[config.mk]
export PLATFORM = sky130hd
export DESIGN_NAME = pbvt_top
export DESIGN_NICKNAME = d
export VERILOG_FILES = /design/src/design/pbvt_pkg.sv /design/src/design/pbvt_top.sv /design/src/design/pbvt_sync.sv /design/src/design/pbvt_timer.sv
export SDC_FILE = /design/constraint.sdc
export NUM_CORES = 1
export LEC_CHECK = 0
export BUFFER_PORTS_ARGS = -buffer_cell sky130_fd_sc_hd__buf_2
export CORE_ASPECT_RATIO = 1.75
export CORE_MARGIN = 3
export CORE_UTILIZATION = 40
export DETAILED_ROUTE_END_ITERATION = 16
export GPL_ROUTABILITY_DRIVEN = 0
export GPL_TIMING_DRIVEN = 0
export SLEW_MARGIN = 10
export SYNTH_ARGS = -nofsm -noshare
export SYNTH_HDL_FRONTEND = slang
export SYNTH_SLANG_ARGS = --single-unit
[constraint.sdc]
create_clock -name clock -period 4.85 [get_ports clock]
set_input_delay 0.97 -clock clock [delete_from_list [all_inputs] [get_ports clock]]
set_output_delay 0.97 -clock clock [all_outputs]
set_load 0.005 [all_outputs]
[src/design/pbvt_pkg.sv]
// Shared constants and types for the push-button value transmitter
package pbvt_pkg;
    // Clock rate and the millisecond tick derived from it
    localparam int CLK_MHZ = 125;
    localparam int TICK_US = 1000;
    localparam int CYC_PER_MS_DEF = CLK_MHZ * TICK_US;

    // Widths
    localparam int MS_W = 17;
    localparam int DATA_W = 7;
    localparam int FAC_W = 7;

    // Actuation edge selection
    localparam logic [1:0] EDGE_RISE = 2'h0;
    localparam logic [1:0] EDGE_FALL = 2'h1;
    localparam logic [1:0] EDGE_BOTH = 2'h2;

    // Reaction after bus voltage return
    localparam logic [1:0] RET_NONE = 2'h0;
    localparam logic [1:0] RET_RISE = 2'h1;
    localparam logic [1:0] RET_FALL = 2'h2;
    localparam logic [1:0] RET_CUR = 2'h3;

    // Telegram kinds
    localparam logic [1:0] KIND_RECALL = 2'h0;
    localparam logic [1:0] KIND_STORE = 2'h1;
    localparam logic [1:0] KIND_VALUE = 2'h2;

    // Time bases in ms: 130, 260, 520, 1000
    localparam logic [MS_W-1:0] BASE0_MS = 17'h00082;
    localparam logic [MS_W-1:0] BASE1_MS = 17'h00104;
    localparam logic [MS_W-1:0] BASE2_MS = 17'h00208;
    localparam logic [MS_W-1:0] BASE3_MS = 17'h003E8;
    localparam logic [MS_W-1:0] MS_ONE = 17'h00001;

    // Factor floors and temperature limits
    localparam logic [FAC_W-1:0] STORE_FAC_MIN = 7'h09;
    localparam logic [FAC_W-1:0] ADJ_FAC_MIN = 7'h03;
    localparam logic [DATA_W-1:0] TEMP_MAX = 7'h28;
    localparam logic [DATA_W-1:0] TEMP_MIN = 7'h00;
    localparam logic [DATA_W-1:0] TEMP_STEP = 7'h01;

    typedef enum logic [3:0] {
        ST_IDLE = 4'b0001,
        ST_HOLD = 4'b0010,
        ST_ADJ = 4'b0100,
        ST_DONE = 4'b1000
    } pbvt_state_e;
endpackage

[src/design/pbvt_top.sv]
// Push-button channel: scene with memory and temperature value transmitter
`timescale 1ns/1ps
`default_nettype none
////////////////////////////////////////////////////////////////////////////////
module pbvt_top #(
    parameter int CYC_PER_MS = pbvt_pkg::CYC_PER_MS_DEF
) (
    // Clock and reset
    input wire logic clock,
    input wire logic rst_n,
    // Pins
    input wire logic contact,
    input wire logic bus_present,
    // Function and edge configuration
    input wire logic mode_temp,
    input wire logic [1:0] edge_sel,
    // Scene configuration
    input wire logic [pbvt_pkg::DATA_W-1:0] scene_rise,
    input wire logic [pbvt_pkg::DATA_W-1:0] scene_fall,
    input wire logic store_only,
    input wire logic [1:0] store_base,
    input wire logic [pbvt_pkg::FAC_W-1:0] store_factor,
    // Temperature configuration
    input wire logic [pbvt_pkg::DATA_W-1:0] temp_rise,
    input wire logic [pbvt_pkg::DATA_W-1:0] temp_fall,
    input wire logic adj_en,
    input wire logic [1:0] adj_base,
    input wire logic [pbvt_pkg::FAC_W-1:0] adj_factor,
    // Bus return configuration
    input wire logic [1:0] ret_react,
    input wire logic [pbvt_pkg::MS_W-1:0] ret_delay_ms,
    // Telegram out
    output logic tx_valid,
    output logic [1:0] tx_kind,
    output logic [pbvt_pkg::DATA_W-1:0] tx_data,
    // Status
    output logic tx_btn,
    output logic [pbvt_pkg::DATA_W-1:0] cur_value,
    output logic busy
);
    import pbvt_pkg::*;

    ////////////////////////////////////////////////////////////////////////////
    // Decoding helpers

    function automatic logic [MS_W-1:0] f_iv(
        input logic [1:0] sel,
        input logic [FAC_W-1:0] fac,
        input logic [FAC_W-1:0] fmin
    );
        logic [FAC_W-1:0] f;
        logic [MS_W-1:0] b;
        f = (fac < fmin) ? fmin : fac;
        case (sel)
            2'h0: b = BASE0_MS;
            2'h1: b = BASE1_MS;
            2'h2: b = BASE2_MS;
            default: b = BASE3_MS;
        endcase
        f_iv = MS_W'(b * f);
    endfunction

    function automatic logic [DATA_W-1:0] f_clamp(input logic [DATA_W-1:0] v);
        f_clamp = (v > TEMP_MAX) ? TEMP_MAX : v;
    endfunction

    ////////////////////////////////////////////////////////////////////////////
    // Pin synchronisers

    logic c_lvl;
    logic c_rise;
    logic c_fall;
    logic b_rise;

    pbvt_sync u_contact (
        .clock(clock),
        .rst_n(rst_n),
        .pin(contact),
        .level(c_lvl),
        .rise(c_rise),
        .fall(c_fall)
    );

    // A bus already present at reset release also counts as a return
    pbvt_sync u_bus (
        .clock(clock),
        .rst_n(rst_n),
        .pin(bus_present),
        .level(),
        .rise(b_rise),
        .fall()
    );

    ////////////////////////////////////////////////////////////////////////////
    // Actuation decode

    logic both;
    logic fall_only;
    logic hit;
    logic act_lvl;
    logic [DATA_W-1:0] t_rise;
    logic [DATA_W-1:0] t_fall;

    assign both = (edge_sel == EDGE_BOTH);
    assign fall_only = (edge_sel == EDGE_FALL);
    assign t_rise = f_clamp(temp_rise);
    assign t_fall = f_clamp(temp_fall);

    // edge that starts an actuation; scene mode has no switch option
    assign hit = fall_only ? c_fall : (both && mode_temp) ? (c_rise || c_fall) : c_rise;
    // Pressed level follows the contact type
    assign act_lvl = fall_only ? !c_lvl : c_lvl;

    ////////////////////////////////////////////////////////////////////////////
    // Long-press timer

    pbvt_state_e state;
    pbvt_state_e next_state;
    logic tmr_run;
    logic tmr_exp;
    logic [MS_W-1:0] tmr_iv;

    assign tmr_run = (state == ST_HOLD) || (state == ST_ADJ);
    assign tmr_iv = mode_temp ? f_iv(adj_base, adj_factor, ADJ_FAC_MIN)
                              : f_iv(store_base, store_factor, STORE_FAC_MIN);

    pbvt_timer #(.CYC_PER_MS(CYC_PER_MS)) u_press (
        .clock(clock),
        .rst_n(rst_n),
        .run(tmr_run),
        .interval_ms(tmr_iv),
        .expire(tmr_exp)
    );

    ////////////////////////////////////////////////////////////////////////////
    // Adjustment step

    logic cur_ok;
    logic dir_up;
    logic [DATA_W-1:0] cur_val;
    logic [DATA_W-1:0] step_val;
    logic step_up;

    // one kelvin per step, turning round at the range ends
    always_comb begin
        step_up = dir_up;
        if (dir_up && cur_val >= TEMP_MAX) begin
            step_up = 1'b0;
        end else if (!dir_up && cur_val == TEMP_MIN) begin
            step_up = 1'b1;
        end
        step_val = step_up ? DATA_W'(cur_val + TEMP_STEP) : DATA_W'(cur_val - TEMP_STEP);
    end

    ////////////////////////////////////////////////////////////////////////////
    // Press sequencer

    logic btn_tx;
    logic [1:0] btn_kind;
    logic [DATA_W-1:0] btn_data;
    logic [DATA_W-1:0] next_val;
    logic next_dir;
    logic [DATA_W-1:0] scene;

    // scene number for the selected edge
    assign scene = fall_only ? scene_fall : scene_rise;

    always_comb begin
        next_state = state;
        btn_tx = 1'b0;
        btn_kind = KIND_VALUE;
        btn_data = cur_val;
        next_val = cur_val;
        next_dir = dir_up;
        case (state)
            ST_IDLE: begin
                if (hit) begin
                    btn_tx = 1'b1;
                    if (!mode_temp) begin
                        btn_data = scene;
                        btn_kind = store_only ? KIND_STORE : KIND_RECALL;
                        if (!store_only) begin
                            next_state = ST_HOLD;
                        end
                    end else if (both) begin
                        // switch sends the value of the edge seen
                        btn_data = c_rise ? t_rise : t_fall;
                    end else if (adj_en) begin
                        // only then does the cyclic timer run
                        next_state = ST_HOLD;
                    end
                end
            end
            ST_HOLD: begin
                if (!act_lvl) begin
                    // early release ends with the first telegram alone (recall in scene mode, value in temperature mode)
                    next_state = ST_IDLE;
                end else if (tmr_exp) begin
                    btn_tx = 1'b1;
                    if (!mode_temp) begin
                        // held long enough for a store
                        btn_kind = KIND_STORE;
                        btn_data = scene;
                        next_state = ST_DONE;
                    end else begin
                        btn_data = step_val;
                        next_val = step_val;
                        next_dir = step_up;
                        next_state = ST_ADJ;
                    end
                end
            end
            ST_ADJ: begin
                if (!act_lvl) begin
                    // Next long press runs the other way
                    next_dir = !dir_up;
                    next_state = ST_IDLE;
                end else if (tmr_exp) begin
                    btn_tx = 1'b1;
                    btn_data = step_val;
                    next_val = step_val;
                    next_dir = step_up;
                end
            end
            ST_DONE: begin
                if (!act_lvl) begin
                    next_state = ST_IDLE;
                end
            end
            default: next_state = ST_IDLE;
        endcase
    end

    always_ff @(posedge clock or negedge rst_n) begin
        if (!rst_n) begin
            state <= ST_IDLE;
        end else begin
            state <= next_state;
        end
    end

    // adjusted value is kept; first loaded after reset release
    always_ff @(posedge clock or negedge rst_n) begin
        if (!rst_n) begin
            cur_ok <= 1'b0;
            cur_val <= TEMP_MIN;
            dir_up <= 1'b0;
        end else if (!cur_ok) begin
            cur_ok <= 1'b1;
            cur_val <= fall_only ? t_fall : t_rise;
        end else begin
            cur_val <= next_val;
            dir_up <= next_dir;
        end
    end

    ////////////////////////////////////////////////////////////////////////////
    // Bus voltage return

    logic ret_wait;
    logic ret_exp;
    logic ret_pend;
    logic ret_ok;
    logic ret_hi;
    logic [DATA_W-1:0] ret_data;

    pbvt_timer #(.CYC_PER_MS(CYC_PER_MS)) u_return (
        .clock(clock),
        .rst_n(rst_n),
        .run(ret_wait),
        .interval_ms(ret_delay_ms),
        .expire(ret_exp)
    );

    // edge reactions need a compatible edge selection
    always_comb begin
        ret_ok = 1'b0;
        ret_hi = 1'b1;
        case (ret_react)
            RET_RISE: ret_ok = (edge_sel != EDGE_FALL);
            RET_FALL: begin
                ret_ok = (edge_sel != EDGE_RISE);
                ret_hi = 1'b0;
            end
            RET_CUR: begin
                // level picks the matching edge value
                ret_ok = mode_temp && both;
                ret_hi = c_lvl;
            end
            default: ret_ok = 1'b0;
        endcase
    end

    assign ret_data = mode_temp ? (ret_hi ? t_rise : t_fall)
                                : (ret_hi ? scene_rise : scene_fall);

    // reaction only after the delay; a button telegram goes first
    always_ff @(posedge clock or negedge rst_n) begin
        if (!rst_n) begin
            ret_wait <= 1'b0;
            ret_pend <= 1'b0;
        end else begin
            if (b_rise) begin
                ret_wait <= 1'b1;
            end else if (ret_exp) begin
                ret_wait <= 1'b0;
            end
            if (ret_exp && ret_ok) begin
                ret_pend <= 1'b1;
            end else if (!btn_tx) begin
                ret_pend <= 1'b0;
            end
        end
    end

    ////////////////////////////////////////////////////////////////////////////
    // Telegram register

    always_ff @(posedge clock or negedge rst_n) begin
        if (!rst_n) begin
            tx_valid <= 1'b0;
            tx_btn <= 1'b0;
            tx_kind <= KIND_RECALL;
            tx_data <= TEMP_MIN;
        end else begin
            tx_valid <= btn_tx || ret_pend;
            tx_btn <= btn_tx;
            if (btn_tx) begin
                tx_kind <= btn_kind;
                tx_data <= btn_data;
            end else if (ret_pend) begin
                tx_kind <= mode_temp ? KIND_VALUE : KIND_RECALL;
                tx_data <= ret_data;
            end
        end
    end

    assign cur_value = cur_val;
    assign busy = (state != ST_IDLE);
endmodule
`default_nettype wire

[src/design/pbvt_sync.sv]
// Two-stage synchroniser with edge pulses for a pin input
`timescale 1ns/1ps
`default_nettype none
module pbvt_sync (
    // Clock and reset
    input wire logic clock,
    input wire logic rst_n,
    // Pin side
    input wire logic pin,
    // Synchronised level and edges
    output logic level,
    output logic rise,
    output logic fall
);
    logic meta;
    logic prev;

    always_ff @(posedge clock or negedge rst_n) begin
        if (!rst_n) begin
            meta <= 1'b0;
            level <= 1'b0;
            prev <= 1'b0;
        end else begin
            meta <= pin;
            level <= meta;
            prev <= level;
        end
    end

    // Edges look only at the second stage and its delayed copy
    assign rise = level && !prev;
    assign fall = !level && prev;
endmodule
`default_nettype wire

[src/design/pbvt_timer.sv]
// Periodic millisecond interval timer with its own tick divider
`timescale 1ns/1ps
`default_nettype none
module pbvt_timer #(
    parameter int CYC_PER_MS = pbvt_pkg::CYC_PER_MS_DEF
) (
    // Clock and reset
    input wire logic clock,
    input wire logic rst_n,
    // Control
    input wire logic run,
    input wire logic [pbvt_pkg::MS_W-1:0] interval_ms,
    // Event
    output logic expire
);
    import pbvt_pkg::*;

    localparam int DIV_W = $clog2(CYC_PER_MS + 1);
    localparam logic [DIV_W-1:0] DIV_LAST = DIV_W'(CYC_PER_MS - 1);

    logic [DIV_W-1:0] div;
    logic [MS_W-1:0] ms;
    logic tick;

    assign tick = (div == DIV_LAST);

    // Idle clears everything so each run starts a full interval
    always_ff @(posedge clock or negedge rst_n) begin
        if (!rst_n) begin
            div <= '0;
            ms <= '0;
            expire <= 1'b0;
        end else if (!run) begin
            div <= '0;
            ms <= '0;
            expire <= 1'b0;
        end else begin
            expire <= 1'b0;
            div <= tick ? '0 : DIV_W'(div + 1'b1);
            if (tick) begin
                if (MS_W'(ms + MS_ONE) >= interval_ms) begin
                    ms <= '0;
                    expire <= 1'b1;
                end else begin
                    ms <= MS_W'(ms + MS_ONE);
                end
            end
        end
    end
endmodule
`default_nettype wire

==> flow_metrics.env, run 1 <==
export IMPL_fp_row_count=80
export IMPL_setup_viol=18
export IMPL_drt_wl_total_um=30250
export IMPL_numCtsBuffers=9
export IMPL_placed_area_sq_um=12300
export IMPL_fin_ws_ps=-1601
export IMPL_synth_edf_count=0
export IMPL_synthFlopType="dfrtp_1"
export IMPL_cellPowerDensity_nw_per_um2=266.4
export IMPL_crit_arrival_ps=6700
export IMPL_crit_fanout=4
export IMPL_fin_crit_ps=6451
export IMPL_die_w_um=132.4
export IMPL_ys_types=83
export IMPL_rsz0062_at_grt="true"
export IMPL_post_drt_wl_per_cell_um=16.90
export IMPL_max_freq_ghz=0.1550
export IMPL_grt_pass1_vias=10070
export IMPL_drc=0
export IMPL_routed_via_density=5.483
export IMPL_drv_slew=0
export IMPL_hold_viol_final=0
export IMPL_holdPathStages=0
export IMPL_final_layout_size_suffix_gt1_share_pct=17.87
export IMPL_synth_seq_cells=102
export IMPL_maxSlewHeadroom_pct=18.93
export IMPL_fin_skew_ps=8.188
export IMPL_hold_path_class="reg -> reg"
export IMPL_clkSinkCount=102
export IMPL_tns_ps=-27570
export IMPL_synth_cells=1288
export IMPL_seq_area_frac_synth_pct=22.84
export IMPL_grt_ovfl_total=0
export IMPL_maxCapViolations=0
export IMPL_diodes=0
export IMPL_design_core_area_sq_um=27430
export IMPL_first_iter_violations=449
export IMPL_yosys_warnings=0
export IMPL_violations="negative setup slack"
export IMPL_grt_util_all_layers_pct=20.09
export IMPL_async_flop_share_pct=100.0
export IMPL_cts_root_buf="clkbuf_16"
export IMPL_syn_area_sq_um=11180
export IMPL_syn2layout_area_growth_pct=17.83
export IMPL_layout_commonest_cell="inv_1"
export IMPL_synth_avg_cell_area_sq_um=8.681
export IMPL_grt_first_pass_wirelength_um=49360
export IMPL_antenna_found_initial=0
export IMPL_critPathLaunchType="input pin"
export IMPL_die_h_um=227.2
export IMPL_path_class="in -> reg"
export IMPL_clk_pin_slew_ps=80
export IMPL_nets=1675
export IMPL_grt_max_degree=86
export IMPL_crit_path_end_kind="register"
export IMPL_fill_cells=2775
export IMPL_drtAntennaViolNets=0
export IMPL_postCtsHoldBufs=0
export IMPL_outcome="complete, but fails checks"
export IMPL_design_area_sq_um=13170
export IMPL_rr_worst_depth=14
export IMPL_crit_required_ps=5100
export IMPL_start_util_pct=40.77
export IMPL_clock_path_buffers=2
export IMPL_pin_count=93
export IMPL_vias=9814
export IMPL_syn_num_nets=1547
export IMPL_period_share_pct=133.0
export IMPL_htreeDepth=3
export IMPL_p_leak_uw=0.006301
export IMPL_fp_dieArea_sq_um=30070
export IMPL_final_cell_mix="inv_1 (137), ha_1 (115), dfrtp_1 (101)"
export IMPL_hpwl_um=24340
export IMPL_clk_latency_ps=370
export IMPL_portBuffers=90
export IMPL_vdd_drop_max_mv=0.1939
export IMPL_tightestPinTransition_ps=1199
export IMPL_drt_pass1_iterations=5
export IMPL_pre_cts_slack_ps=-2319
export IMPL_cts_tree="yes"
-- per-layer routing --
| layer | vias to the layer above | share of wire (%) | GRT usage (%) |
|---|---|---|---|
| li1 | 4753 | - | - |
| met1 | 4776 | 37 | 20.61 |
| met2 | 231 | 56 | 40.36 |
| met3 | 54 | 3.0 | 2.189 |
| met4 | 0 | 4.0 | 9.027 |
| met5 | - | 0 | 0 |
-- stage by stage --
stage	hold WS, ps	power (uW)	utilization [%]	cells
final	354.5	3510	48.03	1790
after global routing	358.9	3780	48.03	1790
after CTS	357.3	3534	47.70	1785
after detailed placement	348.4	2640	44.85	1748
after global placement	344.4	2607	44.73	1747
after floorplan	331.2	2176	-	1288
-- cell families after synthesis --
family | after synthesis | synth area share (%)
fa+ha+maj | 185 | 24.53
compound gates | 262 | 15.69
flops | 102 | 22.84
mux | 23 | 2.786
buf+inv | 180 | 6.345
xor+xnor | 82 | 6.659
other cells | 1 | 0.03354
simple gates | 453 | 21.12
-- worst max-delay path, stage by stage --
cell and delay (ps):
buf_8 90, or4_4 530, nor2_4 150, nor2_4 70
nor2_4 100, fa_1 430, fa_1 470, fa_1 510
inv_2 40, fa_1 510, inv_2 50, ha_4 150
or3_4 340, o22ai_4 230, a21oi_1 100, nor2_1 150
xnor2_1 170, a21oi_1 120, ha_1 320, nand4_1 130
nor2_4 150, o211ai_1 160, a31oi_4 250, nor3_4 100
buf_4 160, mux2_2 250
-- path summary, 6_finish.rpt --
| kind | slack [ps] | endpoint | start |
|---|---|---|---|
| min in group asynchronous | 430 | u_return.ms[9] | rst_n |
| min reg2reg | 350 | u_bus.level | u_bus.meta |
| max reg2reg | 1000 | u_return.ms[7] | u_return.ms[0] |
| max | -1600 | u_press.ms[0] | adj_factor[5] |
| max in group asynchronous | 3710 | tx_data[4] | rst_n |
| min | 350 | u_bus.level | u_bus.meta |
-- state kept, by name, summed over array words and instances (netlist names), 2 cells and up --
signal and cells:
tx_data 7, u_press.ms 17, tx_kind 2, state 4, u_press.div 17, u_return.div 17, u_return.ms 17, cur_value 7
-- power breakdown --
group	internal (uW)	switching (uW)	leakage, uW	total (uW)
registers	941	80.7	0.00135	1020
clock network	370	377	0.000150	747
logic	765	975	0.00480	1740
total	2080	1430	0.00630	3510
-- Yosys cell counts, drive strengths merged, types with 3 or more instances --
cell type | count | share of area, %
and3b | 4 | 0.31
a31oi | 17 | 0.95
a21o | 18 | 1.2
nand2b | 17 | 0.95
o22ai | 7 | 0.39
xnor2 | 47 | 3.9
or4 | 3 | 0.20
fa | 57 | 10
mux4 | 6 | 1.2
nand4 | 15 | 0.84
a211o | 4 | 0.31
inv | 143 | 4.8
nor3 | 24 | 1.2
nor4b | 5 | 0.66
mux2i | 12 | 1.1
nand3b | 4 | 0.27
or2 | 14 | 0.78
mux2 | 5 | 0.50
or3 | 7 | 0.39
clkbuf | 21 | 0.71
o21a | 9 | 0.60
nand2 | 95 | 3.2
ha | 128 | 14
a2111oi | 4 | 0.31
a22o | 14 | 1.1
nor3b | 3 | 0.20
o21ai | 68 | 3.0
xor2 | 35 | 2.7
o2bb2ai | 3 | 0.24
nor4 | 6 | 0.34
o211ai | 16 | 1.1
a211oi | 16 | 1.2
nand3 | 47 | 2.1
and2 | 36 | 2.0
and4 | 5 | 0.39
dfrtp | 101 | 23
buf | 15 | 0.81
a21oi | 46 | 2.1
nor2b | 32 | 1.9
nor2 | 109 | 3.8
o2111ai | 11 | 0.86
and3 | 23 | 1.3
-- layout make-up --
type	instances	area, sq um	area share [%]
plain buffers	36	195.2	1.482
clock inverters	7	81.33	0.6173
repair buffers	117	733.2	5.566
flip-flops and latches	102	2554	19.38
clock buffers	9	225.2	1.710
inverters	144	540.5	4.103
multi-input cells	1006	8383	63.63
well taps	369	461.7	3.505
-- repair_timing --
| item | 4_1_cts | 5_1_grt |
|---|---|---|
| setup buffers | 21 | 5 |
| pin swaps | 51 | 12 |
| endpoints found under the hold margin | 0 | 0 |
| cloned | 1 | 0 |
| setup endpoints to repair | 18 | 18 |
| gates resized for setup | 73 | 14 |
(Power assumes the default switching activity.)
==> run 2: changes to the inputs <==
--- a/config.mk
+++ b/config.mk
@@ -5,13 +5,16 @@
 export SDC_FILE = /design/constraint.sdc
 export NUM_CORES = 1
 export LEC_CHECK = 0
-export BUFFER_PORTS_ARGS = -buffer_cell sky130_fd_sc_hd__buf_2
+export BUFFER_PORTS_ARGS = -buffer_cell sky130_fd_sc_hd__clkbuf_2
+export CELL_PAD_IN_SITES_DETAIL_PLACEMENT = 0
+export CELL_PAD_IN_SITES_GLOBAL_PLACEMENT = 1
 export CORE_ASPECT_RATIO = 1.75
 export CORE_MARGIN = 3
 export CORE_UTILIZATION = 40
 export DETAILED_ROUTE_END_ITERATION = 16
 export GPL_ROUTABILITY_DRIVEN = 0
 export GPL_TIMING_DRIVEN = 0
+export PLACE_DENSITY_LB_ADDON = 0.1
 export SLEW_MARGIN = 10
 export SYNTH_ARGS = -nofsm -noshare
 export SYNTH_HDL_FRONTEND = slang
==> run 2 against run 1 <==
Effect of this change: the run still ends with negative setup slack left; first-iteration DRC count grew 6.2%; final cell count grew 0.11%; total power shrank 0.12%; core utilization grew 0.28 points; combinational power grew 3%; via count shrank 0.35%; clock skew grew 2.1 ps; global-route usage grew 1.3 points; worst setup slack gained 0.53 ps; maximum frequency is essentially flat; largest power group unchanged.
==> flow_metrics.env, run 2 (synthesis gave the netlist of run 1 again) <==
export IMPL_crit_arrival_ps=6700
export IMPL_final_cell_mix="inv_1 (129), ha_1 (113), nor2_1 (102)"
export IMPL_period_share_pct=133.0
export IMPL_fp_row_count=80
export IMPL_p_sw_uw=1429
export IMPL_clk_latency_ps=370
export IMPL_diodes=0
export IMPL_hold_ws_ps=371.2
export IMPL_outcome="complete, but fails checks"
export IMPL_internal_power_uw=2076
export IMPL_critPathLaunchType="input pin"
export IMPL_fill_cells=2793
export IMPL_drv_slew=0
export IMPL_maxCapViolations=0
export IMPL_fp_dieArea_sq_um=30070
export IMPL_die_h_um=227.2
export IMPL_final_layout_size_suffix_gt1_share_pct=18.83
export IMPL_clkSinkCount=102
export IMPL_swShare_pct=40.77
export IMPL_grt_pass1_vias=10090
export IMPL_grt_ovfl_total=0
export IMPL_fin_crit_ps=6451
export IMPL_clock_path_buffers=2
export IMPL_r2r_start="u_return.ms[0]"
export IMPL_pin_count=93
export IMPL_hold_viol_final=0
export IMPL_antenna_found_initial=0
export IMPL_vdd_drop_max_mv=0.1632
export IMPL_max_freq_ghz=0.1550
export IMPL_start_util_pct=40.77
export IMPL_routed_via_density=5.458
export IMPL_first_iter_violations=477
export IMPL_nets=1679
export IMPL_cellPowerDensity_nw_per_um2=264.5
export IMPL_portBuffers=90
export IMPL_syn2layout_area_growth_pct=18.52
export IMPL_cts_tree="yes"
export IMPL_place_inst=1748
export IMPL_drt_pass1_iterations=5
export IMPL_crit_fanout=8
export IMPL_vias=9780
export IMPL_layout_commonest_cell="inv_1"
export IMPL_fin_ws_ps=-1601
export IMPL_p_comb_share_pct=51.1
export IMPL_crit_path_end_kind="register"
export IMPL_hold_path_class="reg -> reg"
export IMPL_clkPwrFrac_pct=19.7
export IMPL_numCtsBuffers=9
export IMPL_setup_viol=18
export IMPL_ff2ff_setup_slack_ps=940
export IMPL_p_leak_uw=0.006345
export IMPL_htreeDepth=3
export IMPL_crit_required_ps=5100
export IMPL_fin_skew_ps=10.27
export IMPL_drtAntennaViolNets=0
export IMPL_rr_worst_depth=14
export IMPL_rsz0062_at_grt="true"
export IMPL_seqPwrFrac_pct=29.1
export IMPL_cts_root_buf="clkbuf_16"
export IMPL_grt_max_degree=81
export IMPL_die_w_um=132.4
export IMPL_hpwl_um=25800
export IMPL_violations="negative setup slack"
export IMPL_clk_pin_slew_ps=70
export IMPL_timing_rr_end="u_return.ms[2]"
export IMPL_pre_cts_slack_ps=-2469
export IMPL_post_drt_wl_per_cell_um=17.93
export IMPL_postCtsHoldBufs=0
export IMPL_drt_wl_total_um=32130
export IMPL_path_class="in -> reg"
export IMPL_drc=0
export IMPL_tightestPinTransition_ps=745.3
export IMPL_grt_first_pass_wirelength_um=51460
export IMPL_critPathCapture="u_press.ms[0]"
export IMPL_maxSlewHeadroom_pct=50.32
export IMPL_grt_util_all_layers_pct=21.41
export IMPL_finalNonFillerCells=1792
export IMPL_worstSetupStartpoint="adj_factor[5]"
export IMPL_design_core_area_sq_um=27430
export IMPL_utilization_pct=48.32
==> run 2: cell count changes in the layout (fill, tap and decap cells not counted), moves of 3 or more <==
cell | before | now
clkbuf_8 | 2 | 6
ha_4 | 9 | 14
ha_2 | 4 | 1
clkbuf_2 | 0 | 81
buf_2 | 94 | 12
inv_1 | 137 | 129
inv_2 | 6 | 14
==> run 2: power by group through the flow <==
stage / combinational, uW / sequential, uW / clock [uW]
after floorplan: 1160 / 1020 / 0
after global placement: 1620 / 1040 / 0
after detailed placement: 1640 / 1040 / 0
after CTS: 1790 / 1020 / 715
after global routing: 2010 / 1040 / 740
final: 1790 / 1020 / 691
==> run 2: area by class of cell <==
class / instances / area, sq um / share of cell area [%]
timing repair buffer: 121 / 785.8 / 5.930
clock buffer: 10 / 229.0 / 1.728
buffer: 36 / 195.2 / 1.473
inverter: 144 / 540.5 / 4.079
multi-input combinational: 1006 / 8452 / 63.78
clock inverter: 4 / 33.78 / 0.2549
tap: 369 / 461.7 / 3.484
sequential: 102 / 2554 / 19.27
==> run 2: worst max-delay path, stage by stage <==
cell and delay (ps):
clkbuf_16 120, or4_4 540, nor2_4 130, nor2_4 70, nor2b_2 150, or2_4 140
fa_1 430, fa_1 460, fa_1 490, inv_1 50, fa_1 510, inv_2 50
ha_4 220, and3_4 160, a221oi_4 340, o21ai_1 130, xor2_1 170, mux2i_1 100
ha_1 340, nand4_1 160, nor3_2 130, a31oi_1 100, nand2_2 220, nor3_4 100
buf_4 160, mux2_2 250
==> run 2: how the worst min path moves through the flow <==
stage	start	endpoint	slack [ps]	cells after the start
2_1_floorplan	u_bus.meta	u_bus.level	330	0
3_3_place_gp	u_bus.meta	u_bus.level	340	0
3_5_place_dp	u_bus.meta	u_bus.level	340	0
4_1_cts	u_contact.meta	u_contact.level	370	0
5_1_grt	u_contact.meta	u_contact.level	380	0
6_report	u_contact.meta	u_contact.level	370	0
==> run 2: routing by layer <==
| metal | share of wire (%) | vias to the layer above | track usage (%) |
|---|---|---|---|
| met1 | 36 | 4737 | 22.02 |
| met2 | 56 | 212 | 42.72 |
| met5 | 0 | - | 0 |
| met3 | 2.8 | 78 | 2.433 |
| met4 | 4.8 | 0 | 9.933 |
| li1 | - | 4753 | - |
==> run 2: through the flow <==
step,area [sq um],setup TNS [ps],power (uW)
after floorplan,11350,-26970,2176
after global placement,12270,-42930,2654
after detailed placement,12300,-43290,2672
after CTS,13020,-28750,3524
after global routing,13250,-32220,3784
final,13250,-28450,3505
==> run 2: what timing repair did <==
action,CTS,global route
hold endpoints to repair,0,0
gates resized for setup,69,38
setup endpoints to repair,18,18
pin swaps,44,40
buffers inserted,19,11
cloned,1,0
==> run 3: changes to the inputs <==
--- a/config.mk
+++ b/config.mk
@@ -10,7 +10,7 @@
 export CELL_PAD_IN_SITES_GLOBAL_PLACEMENT = 1
 export CORE_ASPECT_RATIO = 1.75
 export CORE_MARGIN = 3
-export CORE_UTILIZATION = 40
+export CORE_UTILIZATION = 25
 export DETAILED_ROUTE_END_ITERATION = 16
 export GPL_ROUTABILITY_DRIVEN = 0
 export GPL_TIMING_DRIVEN = 0
==> run 3 against run 2 <==
Effect of this change: the run still ends with negative setup slack left; combinational power grew 2%; final cell count grew 11%; largest power group unchanged; non-clock buffer count grew 1; largest cell class unchanged; register-to-register slack lost 50 ps; total power grew 2.4%; count of clock-buffer cells in the layout is the same; maximum frequency shrank 1.2%; clock skew shrank 2.7 ps; worst hold slack lost 6.2 ps; clock power grew 5.5%; worst setup slack lost 80 ps.
==> flow_metrics.env, run 3 (synthesis gave the netlist of run 1 again) <==
export IMPL_outcome="complete, but fails checks"
export IMPL_violations="negative setup slack"
export IMPL_period_share_pct=134.7
export IMPL_final_layout_size_suffix_gt1_share_pct=18.51
export IMPL_diodes=0
export IMPL_vias=9651
export IMPL_crit_buf_inv=5
export IMPL_utilization_pct=31.02
export IMPL_max_freq_ghz=0.1531
export IMPL_vdd_drop_max_mv=0.1541
export IMPL_crit_top_cell="fa_1"
export IMPL_drt_wl_total_um=37020
export IMPL_maxCapViolations=0
export IMPL_finalNonFillerCells=1992
export IMPL_start_util_pct=25.50
export IMPL_fin_skew_ps=7.542
export IMPL_setup_viol=18
export IMPL_clk_latency_ps=360
export IMPL_drc=0
export IMPL_r2r_start="u_return.ms[0]"
export IMPL_post_drt_wl_per_cell_um=18.58
export IMPL_fin_crit_ps=6531
export IMPL_maxSlewHeadroom_pct=25.85
export IMPL_hold_ws_ps=365.0
export IMPL_ff2ff_setup_slack_ps=890
export IMPL_clk_pin_slew_ps=70
export IMPL_syn2layout_area_growth_pct=21.64
export IMPL_grt_pass1_vias=10390
export IMPL_grt_max_degree=87
export IMPL_grt_first_pass_wirelength_um=58370
export IMPL_crit_fanout=5
export IMPL_cts_root_buf="clkbuf_16"
export IMPL_timing_rr_end="u_return.ms[2]"
export IMPL_cts_tree="yes"
export IMPL_holdPathEnd="u_bus.level"
export IMPL_crit_path_end_kind="register"
export IMPL_pin_count=93
export IMPL_hold_path_class="reg -> reg"
export IMPL_cp_depth=27
export IMPL_die_w_um=165.9
export IMPL_fp_row_count=101
export IMPL_p_leak_uw=0.006397
export IMPL_fin_ws_ps=-1681
export IMPL_fp_dieArea_sq_um=47400
export IMPL_place_inst=1945
export IMPL_critPathLaunchType="input pin"
export IMPL_htreeDepth=3
export IMPL_critical_path_slowest_cell="fa_1"
export IMPL_rr_worst_depth=14
export IMPL_drv_slew=0
export IMPL_die_h_um=285.8
export IMPL_min_delay_start="u_bus.meta"
export IMPL_design_core_area_sq_um=43850
export IMPL_crit_arrival_ps=6780
export IMPL_routed_via_density=4.845
export IMPL_clock_path_buffers=2
export IMPL_final_cell_mix="inv_1 (136), ha_1 (114), nor2_1 (101), dfrtp_1 (101), nand2_1 (94)"
export IMPL_regArea_sq_um=2554
export IMPL_layout_commonest_cell="inv_1"
export IMPL_multi_input_area_sq_um=8459
export IMPL_first_iter_violations=390
export IMPL_antenna_found_initial=0
export IMPL_cellPowerDensity_nw_per_um2=263.8
export IMPL_holdPathStages=0
export IMPL_grt_util_all_layers_pct=15.57
export IMPL_drt_pass1_iterations=5
export IMPL_hold_viol_final=0
export IMPL_nets=1680
export IMPL_drtAntennaViolNets=0
export IMPL_crit_family="adder cells"
export IMPL_crit_required_ps=5100
export IMPL_path_class="in -> reg"
export IMPL_clkSinkCount=102
export IMPL_grt_ovfl_total=0
export IMPL_numCtsBuffers=9
export IMPL_rsz0062_at_grt="true"
export IMPL_max_stage_delay_ps=540
export IMPL_hpwl_um=30250
export IMPL_tightestPinTransition_ps=1097
export IMPL_fill_cells=4702
export IMPL_portBuffers=90
export IMPL_postCtsHoldBufs=0
## run 3: changes by cell type in the layout (fill, tap and decap cells not counted), moves of 2 or more
cell       delta
nor2_2        +2
clkbuf_4      +2
buf_6         -2
inv_1         +7
buf_12        +3
inv_2         -7
clkinv_2      +2
clkbuf_2      -2
clkbuf_16     +2
## run 3: cell type report
type,instances,area share [%]
Inverter,144,3.974
Buffer,36,1.546
Clock inverter,6,0.3220
Tap cell,566,5.207
Clock buffer,10,1.757
Timing Repair Buffer,122,6.219
Multi-Input combinational cell,1006,62.20
Sequential cell,102,18.78
## run 3: report_power, final
part / internal [uW] / total [uW] / switching, uW
logic: 795 / 1830 / 1040
clock network: 367 / 729 / 362
registers: 941 / 1030 / 87.0
total: 2100 / 3590 / 1490
## run 3: repair_timing
| action | CTS | global route |
|---|---|---|
| setup endpoints to repair | 18 | 18 |
| resized for setup | 78 | 29 |
| pin swaps | 42 | 18 |
| setup buffers | 25 | 5 |
| cloned | 1 | 0 |
## run 3: stage by stage
| step | setup TNS [ps] | setup WS [ps] | power [uW] | instance area, sq um |
|---|---|---|---|---|
| 5_1_grt | -33560 | -1906 | 3896 | 13600 |
| 6_report | -29480 | -1681 | 3588 | 13600 |
| 3_3_place_gp | -46700 | -2685 | 2732 | 12510 |
| 4_1_cts | -30490 | -1747 | 3630 | 13440 |
| 2_1_floorplan | -26970 | -1533 | 2176 | 11350 |
| 3_5_place_dp | -46020 | -2631 | 2732 | 12550 |
## run 3: worst max-delay path by stage
stage,startpoint,endpoint
2_1_floorplan,adj_factor[2],u_press.ms[11]
3_3_place_gp,store_base[0],u_press.ms[5]
3_5_place_dp,store_base[0],u_press.ms[5]
4_1_cts,adj_factor[5],u_press.ms[10]
5_1_grt,adj_factor[5],u_press.ms[12]
6_report,adj_factor[5],u_press.ms[10]
## run 3: layer usage
layer  up-vias  routed length (um)  GRT usage, %
li1       4767                   -             -
met1      4709               13430         15.63
met2       135               21950         32.71
met3        40                 613         1.286
met4         0                1022         5.349
met5         -                   0             0
